===== config.mk =====
export PLATFORM = sky130hd
export DESIGN_NAME = ifpr_regs
export DESIGN_NICKNAME = d
export VERILOG_FILES = /design/src/verilog/ifpr_pkg.sv /design/src/verilog/ifpr_regs.sv
export SDC_FILE = /design/constraint.sdc
export NUM_CORES = 1
export LEC_CHECK = 0
export BUFFER_PORTS_ARGS = -buffer_cell sky130_fd_sc_hd__buf_2
export CORE_MARGIN = 1
export CORE_UTILIZATION = 46
export CTS_CLUSTER_DIAMETER = 50
export DETAILED_ROUTE_END_ITERATION = 10
export PLACE_DENSITY = 0.81
export SLEW_MARGIN = 5
export SYNTH_ARGS = -nofsm -noshare
export SYNTH_HDL_FRONTEND = slang
export SYNTH_SLANG_ARGS = --single-unit
export TNS_END_PERCENT = 20

===== constraint.sdc =====
create_clock -name clk_sys -period 1.5 [get_ports clk_sys]
set_input_delay 0.15 -clock clk_sys [delete_from_list [all_inputs] [get_ports clk_sys]]
set_output_delay 0.15 -clock clk_sys [all_outputs]
set_load 0.02 [all_outputs]

===== src/verilog/ifpr_pkg.sv =====
// package for the interrupt flag and priority register block
// assumes an apb slave with 32-bit data and word-aligned registers
package ifpr_pkg;
  // register byte offsets
  localparam logic [11:0] IFPR_OFS_CTRL2 = 12'h000;
  localparam logic [11:0] IFPR_OFS_CTRL3 = 12'h004;
  localparam logic [11:0] IFPR_OFS_FLAGS1 = 12'h008;
  localparam logic [11:0] IFPR_OFS_FLAGS2 = 12'h00c;
  localparam logic [11:0] IFPR_OFS_FLAGS3 = 12'h010;
  localparam logic [11:0] IFPR_OFS_CFG = 12'h014;
  localparam logic [11:0] IFPR_OFS_STATUS = 12'h018;
  // control 2 fields
  localparam int IFPR_C2_PULLUP_DIS = 7;
  localparam int IFPR_C2_EDGE0 = 6;
  localparam int IFPR_C2_EDGE1 = 5;
  localparam int IFPR_C2_T0_PRIO = 2;
  localparam int IFPR_C2_PC_PRIO = 0;
  localparam logic [7:0] IFPR_C2_MASK = 8'he5;
  localparam logic [7:0] IFPR_C2_RESET = 8'he5;
  // control 3 fields
  localparam int IFPR_C3_X2_PRIO = 7;
  localparam int IFPR_C3_X1_PRIO = 6;
  localparam int IFPR_C3_X2_EN = 4;
  localparam int IFPR_C3_X1_EN = 3;
  localparam int IFPR_C3_X2_FLAG = 1;
  localparam int IFPR_C3_X1_FLAG = 0;
  localparam logic [7:0] IFPR_C3_MASK = 8'hdb;
  localparam logic [7:0] IFPR_C3_RESET = 8'hc0;
  // flag register 1 fields
  localparam int IFPR_F1_PARPORT = 7;
  localparam int IFPR_F1_RXFULL = 5;
  localparam int IFPR_F1_TXEMPTY = 4;
  localparam logic [7:0] IFPR_F1_SW_MASK = 8'hcf;
  // flag register 2 fields
  localparam int IFPR_F2_CMP = 6;
  localparam int IFPR_F2_ECAP = 0;
  localparam logic [7:0] IFPR_F2_MASK = 8'h5f;
  localparam logic [7:0] IFPR_FLAG_RESET = 8'h00;
  // config register: bit 0 priority levels, bit 1 small package
  localparam int IFPR_CFG_PRIO_EN = 0;
  localparam int IFPR_CFG_SMALL = 1;
  localparam logic [1:0] IFPR_CFG_RESET = 2'h0;

  // hardware events: one-cycle flag set pulses on clk_sys, plus rx/tx status and pwm mode levels
  typedef struct packed {
    logic [7:0] f1_set;
    logic [7:0] f2_set;
    logic [7:0] f3_set;
    logic rx_full;
    logic tx_empty;
    logic capture_pwm;
    logic ecap_pwm;
    logic timer0_ovf;
    logic port_change;
  } ifpr_events_t;

  // priority routing for the vectoring logic
  typedef struct packed {
    logic ext2_req;
    logic ext1_req;
    logic ext2_high;
    logic ext1_high;
    logic timer0_high;
    logic port_change_high;
  } ifpr_prio_t;

  typedef struct packed {
    logic [7:0] ctrl2_reg;
    logic [7:0] ctrl3_reg;
    logic [7:0] flags1_reg;
    logic [7:0] flags2_reg;
    logic [7:0] flags3_reg;
    logic [1:0] cfg_reg;
    logic [1:0] ext_sync1_reg;
    logic [1:0] ext_sync2_reg;
    logic [1:0] ext_prev_reg;
    logic [31:0] prdata_reg;
  } ifpr_state_t;
endpackage


===== src/verilog/ifpr_regs.sv =====
// interrupt control 2/3 and peripheral request flag registers on apb
// assumes peripherals give one-cycle event pulses on clk_sys and
// external interrupt pins arrive asynchronously
//
// Function
// - pull-up disable bit 7 kills port-B pull-ups
// - edge select 1 rising, 0 falling
// - bits 2,0 set timer0/port-change priority
// - control 2 bits 4,3,1 read zero
// - control 3 bits 7,6 set ext priorities
// - ext requests only while enables set
// - ext flags set on edge, sticky
// - flags set regardless of enables
// - parallel port access sets flag 1 bit 7
// - conversion done sets flag 1 bit 6
// - rx full bit read-only, hardware status
// - tx empty bit read-only, hardware status
// - sync serial done sets bit 3
// - capture/compare sets bit 2, not PWM
// - timer2 match bit 1, timer1 overflow bit 0
// - comparator change bit 6, eeprom done bit 4
// - collision bit 3, low voltage 2, timer3 1
// - enhanced capture sets bit 0, not PWM
// - small package drops three flags
// - can invalid, wake, error set bits 7-5
// - can tx bufs bits 4-2, rx 1-0
// - priority bits act only with levels enabled
`timescale 1ns/1ps
module ifpr_regs (
  input wire logic clk_sys,
  input wire logic rst_n,
  input wire logic psel,
  input wire logic penable,
  input wire logic pwrite,
  input wire logic [11:0] paddr,
  input wire logic [31:0] pwdata,
  input wire logic [3:0] pstrb,
  output logic [31:0] prdata,
  output logic pready,
  output logic pslverr,
  input wire logic [7:0] port_b_latch,
  output logic [7:0] port_b_pullup_en,
  input wire logic ext_irq1_pin,
  input wire logic ext_irq2_pin,
  output logic ext_irq0_edge_select,
  input wire ifpr_pkg::ifpr_events_t events,
  output ifpr_pkg::ifpr_prio_t prio
);
  import ifpr_pkg::*;

  ifpr_state_t st_reg;
  ifpr_state_t st_next;
  logic wr_en;
  logic rd_en;
  logic [7:0] wbyte;
  logic [1:0] ext_edge;
  logic [7:0] f1_mask;
  logic [7:0] f2_mask;
  logic levels_on;

  // decode once, used for both reads and write steering
  function automatic logic addr_mapped(input logic [11:0] a);
    return (a == IFPR_OFS_CTRL2) || (a == IFPR_OFS_CTRL3) || (a == IFPR_OFS_FLAGS1) ||
      (a == IFPR_OFS_FLAGS2) || (a == IFPR_OFS_FLAGS3) || (a == IFPR_OFS_CFG) ||
      (a == IFPR_OFS_STATUS);
  endfunction

  // zero-wait slave: every access finishes in its first access cycle
  assign pready = 1'b1;
  assign pslverr = psel && penable && !addr_mapped(paddr);
  assign wr_en = psel && penable && pwrite && pstrb[0] && addr_mapped(paddr);
  assign rd_en = psel && !penable && !pwrite && addr_mapped(paddr);
  assign wbyte = pwdata[7:0];
  assign prdata = st_reg.prdata_reg;
  assign levels_on = st_reg.cfg_reg[IFPR_CFG_PRIO_EN];

  // the small package lacks parallel port, comparator, enhanced capture
  assign f1_mask = st_reg.cfg_reg[IFPR_CFG_SMALL] ? 8'h7f : 8'hff;
  assign f2_mask = st_reg.cfg_reg[IFPR_CFG_SMALL] ? 8'h1e : IFPR_F2_MASK;

  // edge detect reads only the second synchroniser stage
  always_comb begin
    logic [1:0] sel;
    sel = {st_reg.ctrl2_reg[IFPR_C2_EDGE1], st_reg.ctrl2_reg[IFPR_C2_EDGE1]};
    for (int i = 0; i < 2; i++) begin
      // both ext 1 and ext 2 follow the ext 1 select here
      ext_edge[i] = sel[i] ? (st_reg.ext_sync2_reg[i] && !st_reg.ext_prev_reg[i])
                           : (!st_reg.ext_sync2_reg[i] && st_reg.ext_prev_reg[i]);
    end
  end

  // all state updates; hardware sets win over a software clear
  always_comb begin
    logic [7:0] hw1;
    logic [7:0] hw2;
    st_next = st_reg;
    hw1 = events.f1_set;
    hw2 = events.f2_set;
    if (events.capture_pwm) begin
      hw1[2] = 1'b0;
    end
    if (events.ecap_pwm) begin
      hw2[IFPR_F2_ECAP] = 1'b0;
    end
    st_next.ext_sync1_reg = {ext_irq2_pin, ext_irq1_pin};
    st_next.ext_sync2_reg = st_reg.ext_sync1_reg;
    st_next.ext_prev_reg = st_reg.ext_sync2_reg;
    if (wr_en) begin
      case (paddr)
        IFPR_OFS_CTRL2: st_next.ctrl2_reg = wbyte & IFPR_C2_MASK;
        IFPR_OFS_CTRL3: st_next.ctrl3_reg = wbyte & IFPR_C3_MASK;
        IFPR_OFS_FLAGS1: st_next.flags1_reg = (wbyte & IFPR_F1_SW_MASK) & f1_mask;
        IFPR_OFS_FLAGS2: st_next.flags2_reg = wbyte & f2_mask;
        IFPR_OFS_FLAGS3: st_next.flags3_reg = wbyte;
        IFPR_OFS_CFG: st_next.cfg_reg = wbyte[1:0];
        default: st_next.cfg_reg = st_reg.cfg_reg;
      endcase
    end
    // sticky ext flags, set regardless of enable
    st_next.ctrl3_reg[IFPR_C3_X1_FLAG] = st_next.ctrl3_reg[IFPR_C3_X1_FLAG] | ext_edge[0];
    st_next.ctrl3_reg[IFPR_C3_X2_FLAG] = st_next.ctrl3_reg[IFPR_C3_X2_FLAG] | ext_edge[1];
    // sticky peripheral flags ignore enables, so software can poll
    st_next.flags1_reg = (st_next.flags1_reg | (hw1 & IFPR_F1_SW_MASK)) & f1_mask;
    st_next.flags1_reg[IFPR_F1_RXFULL] = events.rx_full;
    st_next.flags1_reg[IFPR_F1_TXEMPTY] = events.tx_empty;
    st_next.flags2_reg = (st_next.flags2_reg | hw2) & f2_mask;
    st_next.flags3_reg = st_next.flags3_reg | events.f3_set;
    // read data loads in the setup cycle so it stands through the access cycle
    if (rd_en) begin
      case (paddr)
        IFPR_OFS_CTRL2: st_next.prdata_reg = {24'h0, st_reg.ctrl2_reg};
        IFPR_OFS_CTRL3: st_next.prdata_reg = {24'h0, st_reg.ctrl3_reg};
        IFPR_OFS_FLAGS1: st_next.prdata_reg = {24'h0, st_reg.flags1_reg};
        IFPR_OFS_FLAGS2: st_next.prdata_reg = {24'h0, st_reg.flags2_reg};
        IFPR_OFS_FLAGS3: st_next.prdata_reg = {24'h0, st_reg.flags3_reg};
        IFPR_OFS_CFG: st_next.prdata_reg = {30'h0, st_reg.cfg_reg};
        IFPR_OFS_STATUS: st_next.prdata_reg = {30'h0, st_reg.ext_sync2_reg};
        default: st_next.prdata_reg = 32'h0;
      endcase
    end else if (psel && !penable) begin
      st_next.prdata_reg = 32'h0;
    end
  end

  // single register update; reset is synchronous
  always_ff @(posedge clk_sys) begin
    if (!rst_n) begin
      st_reg.ctrl2_reg <= IFPR_C2_RESET;
      st_reg.ctrl3_reg <= IFPR_C3_RESET;
      st_reg.flags1_reg <= IFPR_FLAG_RESET;
      st_reg.flags2_reg <= IFPR_FLAG_RESET;
      st_reg.flags3_reg <= IFPR_FLAG_RESET;
      st_reg.cfg_reg <= IFPR_CFG_RESET;
      st_reg.ext_sync1_reg <= 2'h0;
      st_reg.ext_sync2_reg <= 2'h0;
      st_reg.ext_prev_reg <= 2'h0;
      st_reg.prdata_reg <= 32'h0;
    end else begin
      st_reg <= st_next;
    end
  end

  // pull-ups follow each latch unless globally disabled
  always_comb begin
    for (int i = 0; i < 8; i++) begin
      port_b_pullup_en[i] = !st_reg.ctrl2_reg[IFPR_C2_PULLUP_DIS] && port_b_latch[i];
    end
  end
  assign ext_irq0_edge_select = st_reg.ctrl2_reg[IFPR_C2_EDGE0];

  // priority bits are forced to high (single level) while levels are off
  always_comb begin
    prio.ext2_req = st_reg.ctrl3_reg[IFPR_C3_X2_FLAG] && st_reg.ctrl3_reg[IFPR_C3_X2_EN];
    prio.ext1_req = st_reg.ctrl3_reg[IFPR_C3_X1_FLAG] && st_reg.ctrl3_reg[IFPR_C3_X1_EN];
    prio.ext2_high = !levels_on || st_reg.ctrl3_reg[IFPR_C3_X2_PRIO];
    prio.ext1_high = !levels_on || st_reg.ctrl3_reg[IFPR_C3_X1_PRIO];
    prio.timer0_high = !levels_on || st_reg.ctrl2_reg[IFPR_C2_T0_PRIO];
    prio.port_change_high = !levels_on || st_reg.ctrl2_reg[IFPR_C2_PC_PRIO];
  end

  // checks
  property p_ext1_flag;
    @(posedge clk_sys) disable iff (!rst_n)
      ext_edge[0] |=> st_reg.ctrl3_reg[IFPR_C3_X1_FLAG];
  endproperty
  a_ext1_flag: assert property (p_ext1_flag) else $error("ext1 flag not set");
  property p_ext_sync_delay;
    @(posedge clk_sys) disable iff (!rst_n)
      $rose(ext_irq1_pin) ##1 ext_irq1_pin ##1 ext_irq1_pin |-> st_reg.ext_sync2_reg[0];
  endproperty
  a_ext_sync_delay: assert property (p_ext_sync_delay) else $error("sync lag wrong");
  property p_pullup;
    @(posedge clk_sys) disable iff (!rst_n)
      st_reg.ctrl2_reg[IFPR_C2_PULLUP_DIS] |-> port_b_pullup_en == 8'h00;
  endproperty
  a_pullup: assert property (p_pullup) else $error("pull-up on while disabled");
  property p_c2_unimpl;
    @(posedge clk_sys) disable iff (!rst_n)
      (st_reg.ctrl2_reg & ~IFPR_C2_MASK) == 8'h00;
  endproperty
  a_c2_unimpl: assert property (p_c2_unimpl) else $error("ctrl2 reserved set");
  property p_ext_req;
    @(posedge clk_sys) disable iff (!rst_n)
      prio.ext2_req |-> st_reg.ctrl3_reg[IFPR_C3_X2_EN];
  endproperty
  a_ext_req: assert property (p_ext_req) else $error("ext2 request while disabled");
  property p_single_level;
    @(posedge clk_sys) disable iff (!rst_n)
      !levels_on |-> (prio.ext1_high && prio.timer0_high && prio.port_change_high);
  endproperty
  a_single_level: assert property (p_single_level) else $error("priority used");
  property p_adc_set;
    @(posedge clk_sys) disable iff (!rst_n)
      events.f1_set[6] |=> st_reg.flags1_reg[6];
  endproperty
  a_adc_set: assert property (p_adc_set) else $error("conversion flag lost");
  property p_rx_status;
    @(posedge clk_sys) disable iff (!rst_n)
      rst_n |=> st_reg.flags1_reg[IFPR_F1_RXFULL] == $past(events.rx_full);
  endproperty
  a_rx_status: assert property (p_rx_status) else $error("rx full wrong");
  property p_small_pkg;
    @(posedge clk_sys) disable iff (!rst_n)
      st_reg.cfg_reg[IFPR_CFG_SMALL] |=> !st_reg.flags2_reg[IFPR_F2_CMP];
  endproperty
  a_small_pkg: assert property (p_small_pkg) else $error("small package flag set");
  property p_can_set;
    @(posedge clk_sys) disable iff (!rst_n)
      events.f3_set[4] |=> st_reg.flags3_reg[4];
  endproperty
  a_can_set: assert property (p_can_set) else $error("can tx flag lost");
  // external interrupt flags, priorities and pin-side outputs
  property p_ext2_flag;
    @(posedge clk_sys) disable iff (!rst_n)
      ext_edge[1] |=> st_reg.ctrl3_reg[IFPR_C3_X2_FLAG];
  endproperty
  a_ext2_flag: assert property (p_ext2_flag) else $error("ext2 flag not set");
  property p_ext1_hold;
    @(posedge clk_sys) disable iff (!rst_n)
      st_reg.ctrl3_reg[IFPR_C3_X1_FLAG] && !(wr_en && (paddr == IFPR_OFS_CTRL3))
        |=> st_reg.ctrl3_reg[IFPR_C3_X1_FLAG];
  endproperty
  a_ext1_hold: assert property (p_ext1_hold) else $error("ext1 flag dropped");
  property p_ext2_hold;
    @(posedge clk_sys) disable iff (!rst_n)
      st_reg.ctrl3_reg[IFPR_C3_X2_FLAG] && !(wr_en && (paddr == IFPR_OFS_CTRL3))
        |=> st_reg.ctrl3_reg[IFPR_C3_X2_FLAG];
  endproperty
  a_ext2_hold: assert property (p_ext2_hold) else $error("ext2 flag dropped");
  property p_x2_prio_level;
    @(posedge clk_sys) disable iff (!rst_n)
      levels_on |-> prio.ext2_high == st_reg.ctrl3_reg[IFPR_C3_X2_PRIO];
  endproperty
  a_x2_prio_level: assert property (p_x2_prio_level) else $error("ext2 level wrong");
  property p_x1_prio_level;
    @(posedge clk_sys) disable iff (!rst_n)
      levels_on |-> prio.ext1_high == st_reg.ctrl3_reg[IFPR_C3_X1_PRIO];
  endproperty
  a_x1_prio_level: assert property (p_x1_prio_level) else $error("ext1 level wrong");
  property p_t0_prio_level;
    @(posedge clk_sys) disable iff (!rst_n)
      levels_on |-> prio.timer0_high == st_reg.ctrl2_reg[IFPR_C2_T0_PRIO];
  endproperty
  a_t0_prio_level: assert property (p_t0_prio_level) else $error("timer0 level wrong");
  property p_pc_prio_level;
    @(posedge clk_sys) disable iff (!rst_n)
      levels_on |-> prio.port_change_high == st_reg.ctrl2_reg[IFPR_C2_PC_PRIO];
  endproperty
  a_pc_prio_level: assert property (p_pc_prio_level) else $error("port level wrong");
  property p_single_x2;
    @(posedge clk_sys) disable iff (!rst_n)
      !levels_on |-> prio.ext2_high;
  endproperty
  a_single_x2: assert property (p_single_x2) else $error("ext2 priority used");
  property p_pullup_follow;
    @(posedge clk_sys) disable iff (!rst_n)
      !st_reg.ctrl2_reg[IFPR_C2_PULLUP_DIS] |-> port_b_pullup_en == port_b_latch;
  endproperty
  a_pullup_follow: assert property (p_pullup_follow) else $error("pull-up not latch");
  property p_edge0_out;
    @(posedge clk_sys) disable iff (!rst_n)
      ext_irq0_edge_select == st_reg.ctrl2_reg[IFPR_C2_EDGE0];
  endproperty
  a_edge0_out: assert property (p_edge0_out) else $error("edge0 select wrong");
  // peripheral flag sets; a set wins over a clear in the same cycle
  property p_parport_set;
    @(posedge clk_sys) disable iff (!rst_n)
      events.f1_set[IFPR_F1_PARPORT] && !st_reg.cfg_reg[IFPR_CFG_SMALL]
        |=> st_reg.flags1_reg[IFPR_F1_PARPORT];
  endproperty
  a_parport_set: assert property (p_parport_set) else $error("parallel flag lost");
  property p_sync_serial_set;
    @(posedge clk_sys) disable iff (!rst_n)
      events.f1_set[3] |=> st_reg.flags1_reg[3];
  endproperty
  a_sync_serial_set: assert property (p_sync_serial_set) else $error("serial flag lost");
  property p_capture_set;
    @(posedge clk_sys) disable iff (!rst_n)
      events.f1_set[2] && !events.capture_pwm |=> st_reg.flags1_reg[2];
  endproperty
  a_capture_set: assert property (p_capture_set) else $error("capture flag lost");
  property p_capture_pwm;
    @(posedge clk_sys) disable iff (!rst_n)
      events.capture_pwm && !st_reg.flags1_reg[2] && !wr_en |=> !st_reg.flags1_reg[2];
  endproperty
  a_capture_pwm: assert property (p_capture_pwm) else $error("capture set in pwm");
  property p_timer2_set;
    @(posedge clk_sys) disable iff (!rst_n)
      events.f1_set[1] |=> st_reg.flags1_reg[1];
  endproperty
  a_timer2_set: assert property (p_timer2_set) else $error("timer2 flag lost");
  property p_timer1_set;
    @(posedge clk_sys) disable iff (!rst_n)
      events.f1_set[0] |=> st_reg.flags1_reg[0];
  endproperty
  a_timer1_set: assert property (p_timer1_set) else $error("timer1 flag lost");
  property p_tx_status;
    @(posedge clk_sys) disable iff (!rst_n)
      rst_n |=> st_reg.flags1_reg[IFPR_F1_TXEMPTY] == $past(events.tx_empty);
  endproperty
  a_tx_status: assert property (p_tx_status) else $error("tx empty wrong");
  property p_eeprom_set;
    @(posedge clk_sys) disable iff (!rst_n)
      events.f2_set[4] |=> st_reg.flags2_reg[4];
  endproperty
  a_eeprom_set: assert property (p_eeprom_set) else $error("eeprom flag lost");
  property p_cmp_set;
    @(posedge clk_sys) disable iff (!rst_n)
      events.f2_set[IFPR_F2_CMP] && !st_reg.cfg_reg[IFPR_CFG_SMALL]
        |=> st_reg.flags2_reg[IFPR_F2_CMP];
  endproperty
  a_cmp_set: assert property (p_cmp_set) else $error("comparator flag lost");
  property p_collision_set;
    @(posedge clk_sys) disable iff (!rst_n)
      events.f2_set[3] |=> st_reg.flags2_reg[3];
  endproperty
  a_collision_set: assert property (p_collision_set) else $error("collision flag lost");
  property p_low_voltage_set;
    @(posedge clk_sys) disable iff (!rst_n)
      events.f2_set[2] |=> st_reg.flags2_reg[2];
  endproperty
  a_low_voltage_set: assert property (p_low_voltage_set) else $error("voltage flag lost");
  property p_timer3_set;
    @(posedge clk_sys) disable iff (!rst_n)
      events.f2_set[1] |=> st_reg.flags2_reg[1];
  endproperty
  a_timer3_set: assert property (p_timer3_set) else $error("timer3 flag lost");
  property p_ecap_set;
    @(posedge clk_sys) disable iff (!rst_n)
      events.f2_set[IFPR_F2_ECAP] && !events.ecap_pwm && !st_reg.cfg_reg[IFPR_CFG_SMALL]
        |=> st_reg.flags2_reg[IFPR_F2_ECAP];
  endproperty
  a_ecap_set: assert property (p_ecap_set) else $error("enhanced capture flag lost");
  property p_ecap_pwm;
    @(posedge clk_sys) disable iff (!rst_n)
      events.ecap_pwm && !st_reg.flags2_reg[IFPR_F2_ECAP] && !wr_en
        |=> !st_reg.flags2_reg[IFPR_F2_ECAP];
  endproperty
  a_ecap_pwm: assert property (p_ecap_pwm) else $error("enhanced capture set in pwm");
  // small package holes and can controller flags
  property p_small_par;
    @(posedge clk_sys) disable iff (!rst_n)
      st_reg.cfg_reg[IFPR_CFG_SMALL] |=> !st_reg.flags1_reg[IFPR_F1_PARPORT];
  endproperty
  a_small_par: assert property (p_small_par) else $error("small parallel flag set");
  property p_small_ecap;
    @(posedge clk_sys) disable iff (!rst_n)
      st_reg.cfg_reg[IFPR_CFG_SMALL] |=> !st_reg.flags2_reg[IFPR_F2_ECAP];
  endproperty
  a_small_ecap: assert property (p_small_ecap) else $error("small capture flag set");
  property p_can_invalid_set;
    @(posedge clk_sys) disable iff (!rst_n)
      events.f3_set[7] |=> st_reg.flags3_reg[7];
  endproperty
  a_can_invalid_set: assert property (p_can_invalid_set) else $error("can invalid lost");
  property p_can_error_set;
    @(posedge clk_sys) disable iff (!rst_n)
      events.f3_set[5] |=> st_reg.flags3_reg[5];
  endproperty
  a_can_error_set: assert property (p_can_error_set) else $error("can error lost");
  property p_can_rx0_set;
    @(posedge clk_sys) disable iff (!rst_n)
      events.f3_set[0] |=> st_reg.flags3_reg[0];
  endproperty
  a_can_rx0_set: assert property (p_can_rx0_set) else $error("can rx0 flag lost");
endmodule

# Word level (Yosys, flattened, before mapping)
# Cells that the tools add are included.
# classes
eq_ne,6
bitwise,9
n_reduce_logical,46
muxes,15
# ops
operator,count
2-to-1 mux 32 bit,2
one-hot mux 8 bit (7 select lines),1
equality test 12 x 5 -> 1 bit (second input constant),3
2-to-1 mux 8 bit,4
2-to-1 mux 28 bit,1
equality test 12 x 4 -> 1 bit (second input constant),2
OR 8 bit,3
logical AND 1 bit,22
AND 8 x 7 -> 8 bit,2
AND 8 bit,2
equality test 12 x 3 -> 1 bit (second input constant),1
zero test 12 bit,1
logical OR 1 bit,10
zero test 1 bit,9
2-to-1 mux 7 bit,1
AND reduction 2 bit,3
2-to-1 mux 1 bit,4
2-to-1 mux 2 bit,2
OR 1 bit,2
nonzero test 2 bit,1
# totals
elab_cells,87
out_inout_bits,49
reg_bits,75
input_bits,93

# Longest topological paths before layout
# logic_depth
depth_word,11
ltp_mapped,6
mapped_depth_nobuf,4

# Worst setup path after synthesis
# No wires, ideal clock.
# synth_path
path_type,input to register
startpoint,in paddr[8]
endpoint,reg st_reg[64] (netlist name)
t_arrival_ns,1.110
setup_time_ns,0.132
path_buffers,1
setup_slack_ns,0.258
path_stages,5
t_required_ns,1.368
path_cell_list,nor4_4 nand3_2 buf_6 o31ai_1 a21oi_1
# synth_between
elab_chain_len,10
elab_cells_between_ends,17
classes_between,eq/ne (6); mux (2); bitwise (1); reduce/logical (8)
# synth_lines
element,line,text
"start, declared",ifpr_regs.sv:35,"input wire logic [11:0] paddr,"
equality test 12 x 3 -> 1 bit / zero test 12 bit (equally long branches),"ifpr_regs.sv:63, ifpr_regs.sv:109",
logical OR 1 bit (3 in series),ifpr_regs.sv:63,return (a == IFPR_OFS_CTRL2) || (a == IFPR_OFS_CTRL3) || (a == IFPR_OFS_FLAGS1) ||
logical OR 1 bit (3 in series),ifpr_regs.sv:64,(a == IFPR_OFS_FLAGS2) || (a == IFPR_OFS_FLAGS3) || (a == IFPR_OFS_CFG) ||
logical AND 1 bit,ifpr_regs.sv:71,assign wr_en = psel && penable && pwrite && pstrb[0] && addr_mapped(paddr);
2-to-1 mux 28 bit (*),ifpr_regs.sv:108,if (wr_en) begin
OR 1 bit (*),ifpr_regs.sv:120,st_next.ctrl3_reg[IFPR_C3_X1_FLAG] = st_next.ctrl3_reg[IFPR_C3_X1_FLAG] | ext_edge[0];
"end signal, assigned",ifpr_regs.sv:159,st_reg <= st_next;
"end, declared",ifpr_regs.sv:51,ifpr_state_t st_reg;
# Every way passes the cells marked *; elsewhere a longest branch is shown, timed or not.
# A chain may end at the register's enable or synchronous reset.

# Final worst setup path
# layout_path
startpoint,in paddr[3]
endpoint,out pslverr
# layout_between
elab_chain_len,9
elab_cells_between_ends,15
classes_between,eq/ne (6); reduce/logical (9)
# layout_lines
element,line,text
equality test 12 x 3 -> 1 bit / zero test 12 bit (equally long branches),ifpr_regs.sv:63,
logical OR 1 bit (3 in series),ifpr_regs.sv:63,
logical OR 1 bit (2 in series),ifpr_regs.sv:64,
logical OR 1 bit (*),ifpr_regs.sv:64,
zero test 1 bit (*),ifpr_regs.sv:70,assign pslverr = psel && penable && !addr_mapped(paddr);
logical AND 1 bit (*),ifpr_regs.sv:70,
"end, declared",ifpr_regs.sv:40,"output logic pslverr,"
# Marks and branches as above.

==> impl_metrics.json <==
{
  "end_kind": "output port",
  "worst_clock_skew_ns": 0.005691,
  "status": "finished, final reports clean",
  "die_h_um": 80.70,
  "drcViolationCount": 0,
  "grt_pass1_wl_um": 12080,
  "clk_pin_slew_ns": 0.09,
  "finalCriticalPeriod_ns": 1.375,
  "cts_setup_buffers": 0,
  "final_hold_viol_count": 0,
  "synthDistinctLibCells": 44,
  "hold_buffers": 0,
  "cts_buffer_depth": 2,
  "max-vdd-ir-drop_uv": 426.0,
  "first_pass_iters": 5,
  "grt_usage": 0.2486,
  "path_class": "input pin to output port",
  "power_per_cell_area_nw_per_um2": 781.7,
  "drive_gt1_frac": 0.3000,
  "dpl.hpwl_um": 5995,
  "tns_ns": 0,
  "die_x_um": 80.70,
  "final.setup.worst_slack_ns": 0.1245,
  "avgSynthCellArea_sq_um": 8.504,
  "cts_root_buffer": "clkbuf_8",
  "cp.required_ns": 1.35,
  "dieArea_sq_um": 6512,
  "portBuffers": 83,
  "startpoint_type": "input pin",
  "fill_cells": 562,
  "holdCritPathClass": "input pin to register",
  "antenna_found_initial": 0,
  "setup_viol": 0,
  "drt_iter0_markers": 203,
  "r2r_setup_slack_ns": 0.31,
  "drv_slew": 0,
  "routedWlPerCell_um": 16.64,
  "clock-sinks": 49,
  "rows": 28,
  "layout-area-overhead-vs-synth_pct": 17.57,
  "n_antenna_cell": 0,
  "io_pins": 142,
  "ctsResizeCount": 0,
  "multiInputGateArea_sq_um": 1549,
  "grt_max_degree": 26,
  "final_util": 0.5624,
  "synth_cells": 335,
  "start_util": 0.4784,
  "postLayoutCellArea_sq_um": 3349,
  "drt-total-wl_um": 8068,
  "ff_latch_area_sq_um": 980.9,
  "postRouteAntennaNets": 0,
  "stdcell_count": 485,
  "synth_area_sq_um": 2849,
  "worstPathMaxFanout": 16,
  "holdWs_ns": 0.03828,
  "cp.arrival_ns": 1.23,
  "numCtsBuffers": 5,
  "clock.fmax_mhz": 727.0,
  "cts_max_level": 2,
  "dp.cells": 477,
  "clk_latency_ns": 0.31,
  "vias": 2833,
  "power_mw": 2.618,
  "rsz0062_at_grt": "false",
  "ys_warn_count": 0,
  "ys_seq_elements": 49,
  "grt_pass1_vias": 2438,
  "via_per_inst": 5.841,
  "grt-ovfl-total": 0,
  "ys_seq_area_frac": 0.3443,
  "largest_register_ffs": 35,
  "nNetsFinal": 502,
  "place_area_sq_um": 3259,
  "core_sq_um": 5956,
  "fin_crit_sh": 0.9170,
  "max-cap-violations": 0,
  "place_congestion": 0.8652,
  "leakagePower_nw": 1.342,
  "tritoncts": "done",
  "place_ws_ns": 0.02897
}
==> kinds of logic (layout without fill, tap and decap cells) <==
logic type / Yosys count / count (layout) / share of synthesized area
AND/OR/NAND/NOR: 105 / 105 / 0.2192
AO/OA/AOI/OAI: 104 / 104 / 0.2372
buffers and inverters: 61 / 113 / 0.1423
flip-flops: 49 / 49 / 0.3443
multiplexers: 14 / 14 / 0.05446
other: 2 / 25 / 0.002636
==> synth_stat cells (all sizes together) <==
cell type	number	share of area
dfxtp	49	0.34
buf	47	0.12
a21oi	31	0.054
o21ai	20	0.035
nand2	18	0.025
o31ai	17	0.045
nand2b	15	0.033
nand3	15	0.032
a31oi	13	0.029
a41oi	12	0.037
clkbuf	12	0.016
and2	11	0.024
mux2i	11	0.039
nor2	11	0.016
nor2b	10	0.022
nand4	8	0.018
nand3b	5	0.013
nor4	5	0.016
a221oi	2	0.0083
a32oi	2	0.0061
and4	2	0.0061
clkinv	2	0.0026
conb	2	0.0026
mux2	2	0.0079
nand4b	2	0.0061
nor3	2	0.0053
o2111ai	2	0.0061
o22ai	2	0.0044
a32o	1	0.0035
and3	1	0.0022
mux4	1	0.0079
o311ai	1	0.0031
o41ai	1	0.0057
==> worst max-delay path: stages <==
cell	delay [ns]
buf_2	0.27
and2_1	0.32
nand2_2	0.15
a21oi_1	0.15
buf_2	0.18
==> layout make-up <==
type | count | area share
Sequential cell | 49 | 0.2929
Clock buffer | 5 | 0.02055
Timing Repair Buffer | 103 | 0.1875
Tap cell | 75 | 0.02802
Multi-Input combinational cell | 248 | 0.4625
Clock inverter | 3 | 0.006350
Inverter | 2 | 0.002241
==> path summary, 6_finish.rpt <==
kind,from,to,depth (start not counted)
worst max-delay path,paddr[3],pslverr,5
worst min-delay path,ext_irq1_pin,st_next[34],2
worst max register to register,st_next[33],prdata[1],3
worst min register to register,st_next[34],st_next[32],1
==> cell usage in the layout, fill, tap and decap left out, types with 4 or more instances in the layout <==
master    Yosys  final
nor2_1        9      9
buf_12        0      5
nor4_1        4      4
nand3_1      13     13
buf_2         9     83
nor2b_1      10     10
o21ai_0       9      9
nand4_1       8      8
nand2_1      17     17
dfxtp_1      49     49
conb_1        2     25
clkbuf_8      0      5
and2_1       11     11
a31oi_1      13     13
o31ai_1      17     17
o21ai_1      11     11
nand3b_1      5      5
nand2b_1     15     15
buf_4        34     15
a41oi_1      12     12
a21oi_1      31     31
mux2i_1      11     11
==> per-layer routing <==
| layer | wire length (um) | global-route usage |
|---|---|---|
| met1 | 3306 | 0.3102 |
| met2 | 3831 | 0.4161 |
| met3 | 711 | 0.05000 |
| met4 | 218 | 0.1018 |
| met5 | 0 | 0 |
==> power by group <==
group / internal, mW / switching [mW] / leakage (nW)
Combinational: 0.170 / 0.269 / 0.894
Sequential: 1.35 / 0.0326 / 0.403
Clock: 0.332 / 0.465 / 0.0445
Total: 1.85 / 0.766 / 1.34
(Power assumes the default switching activity.)
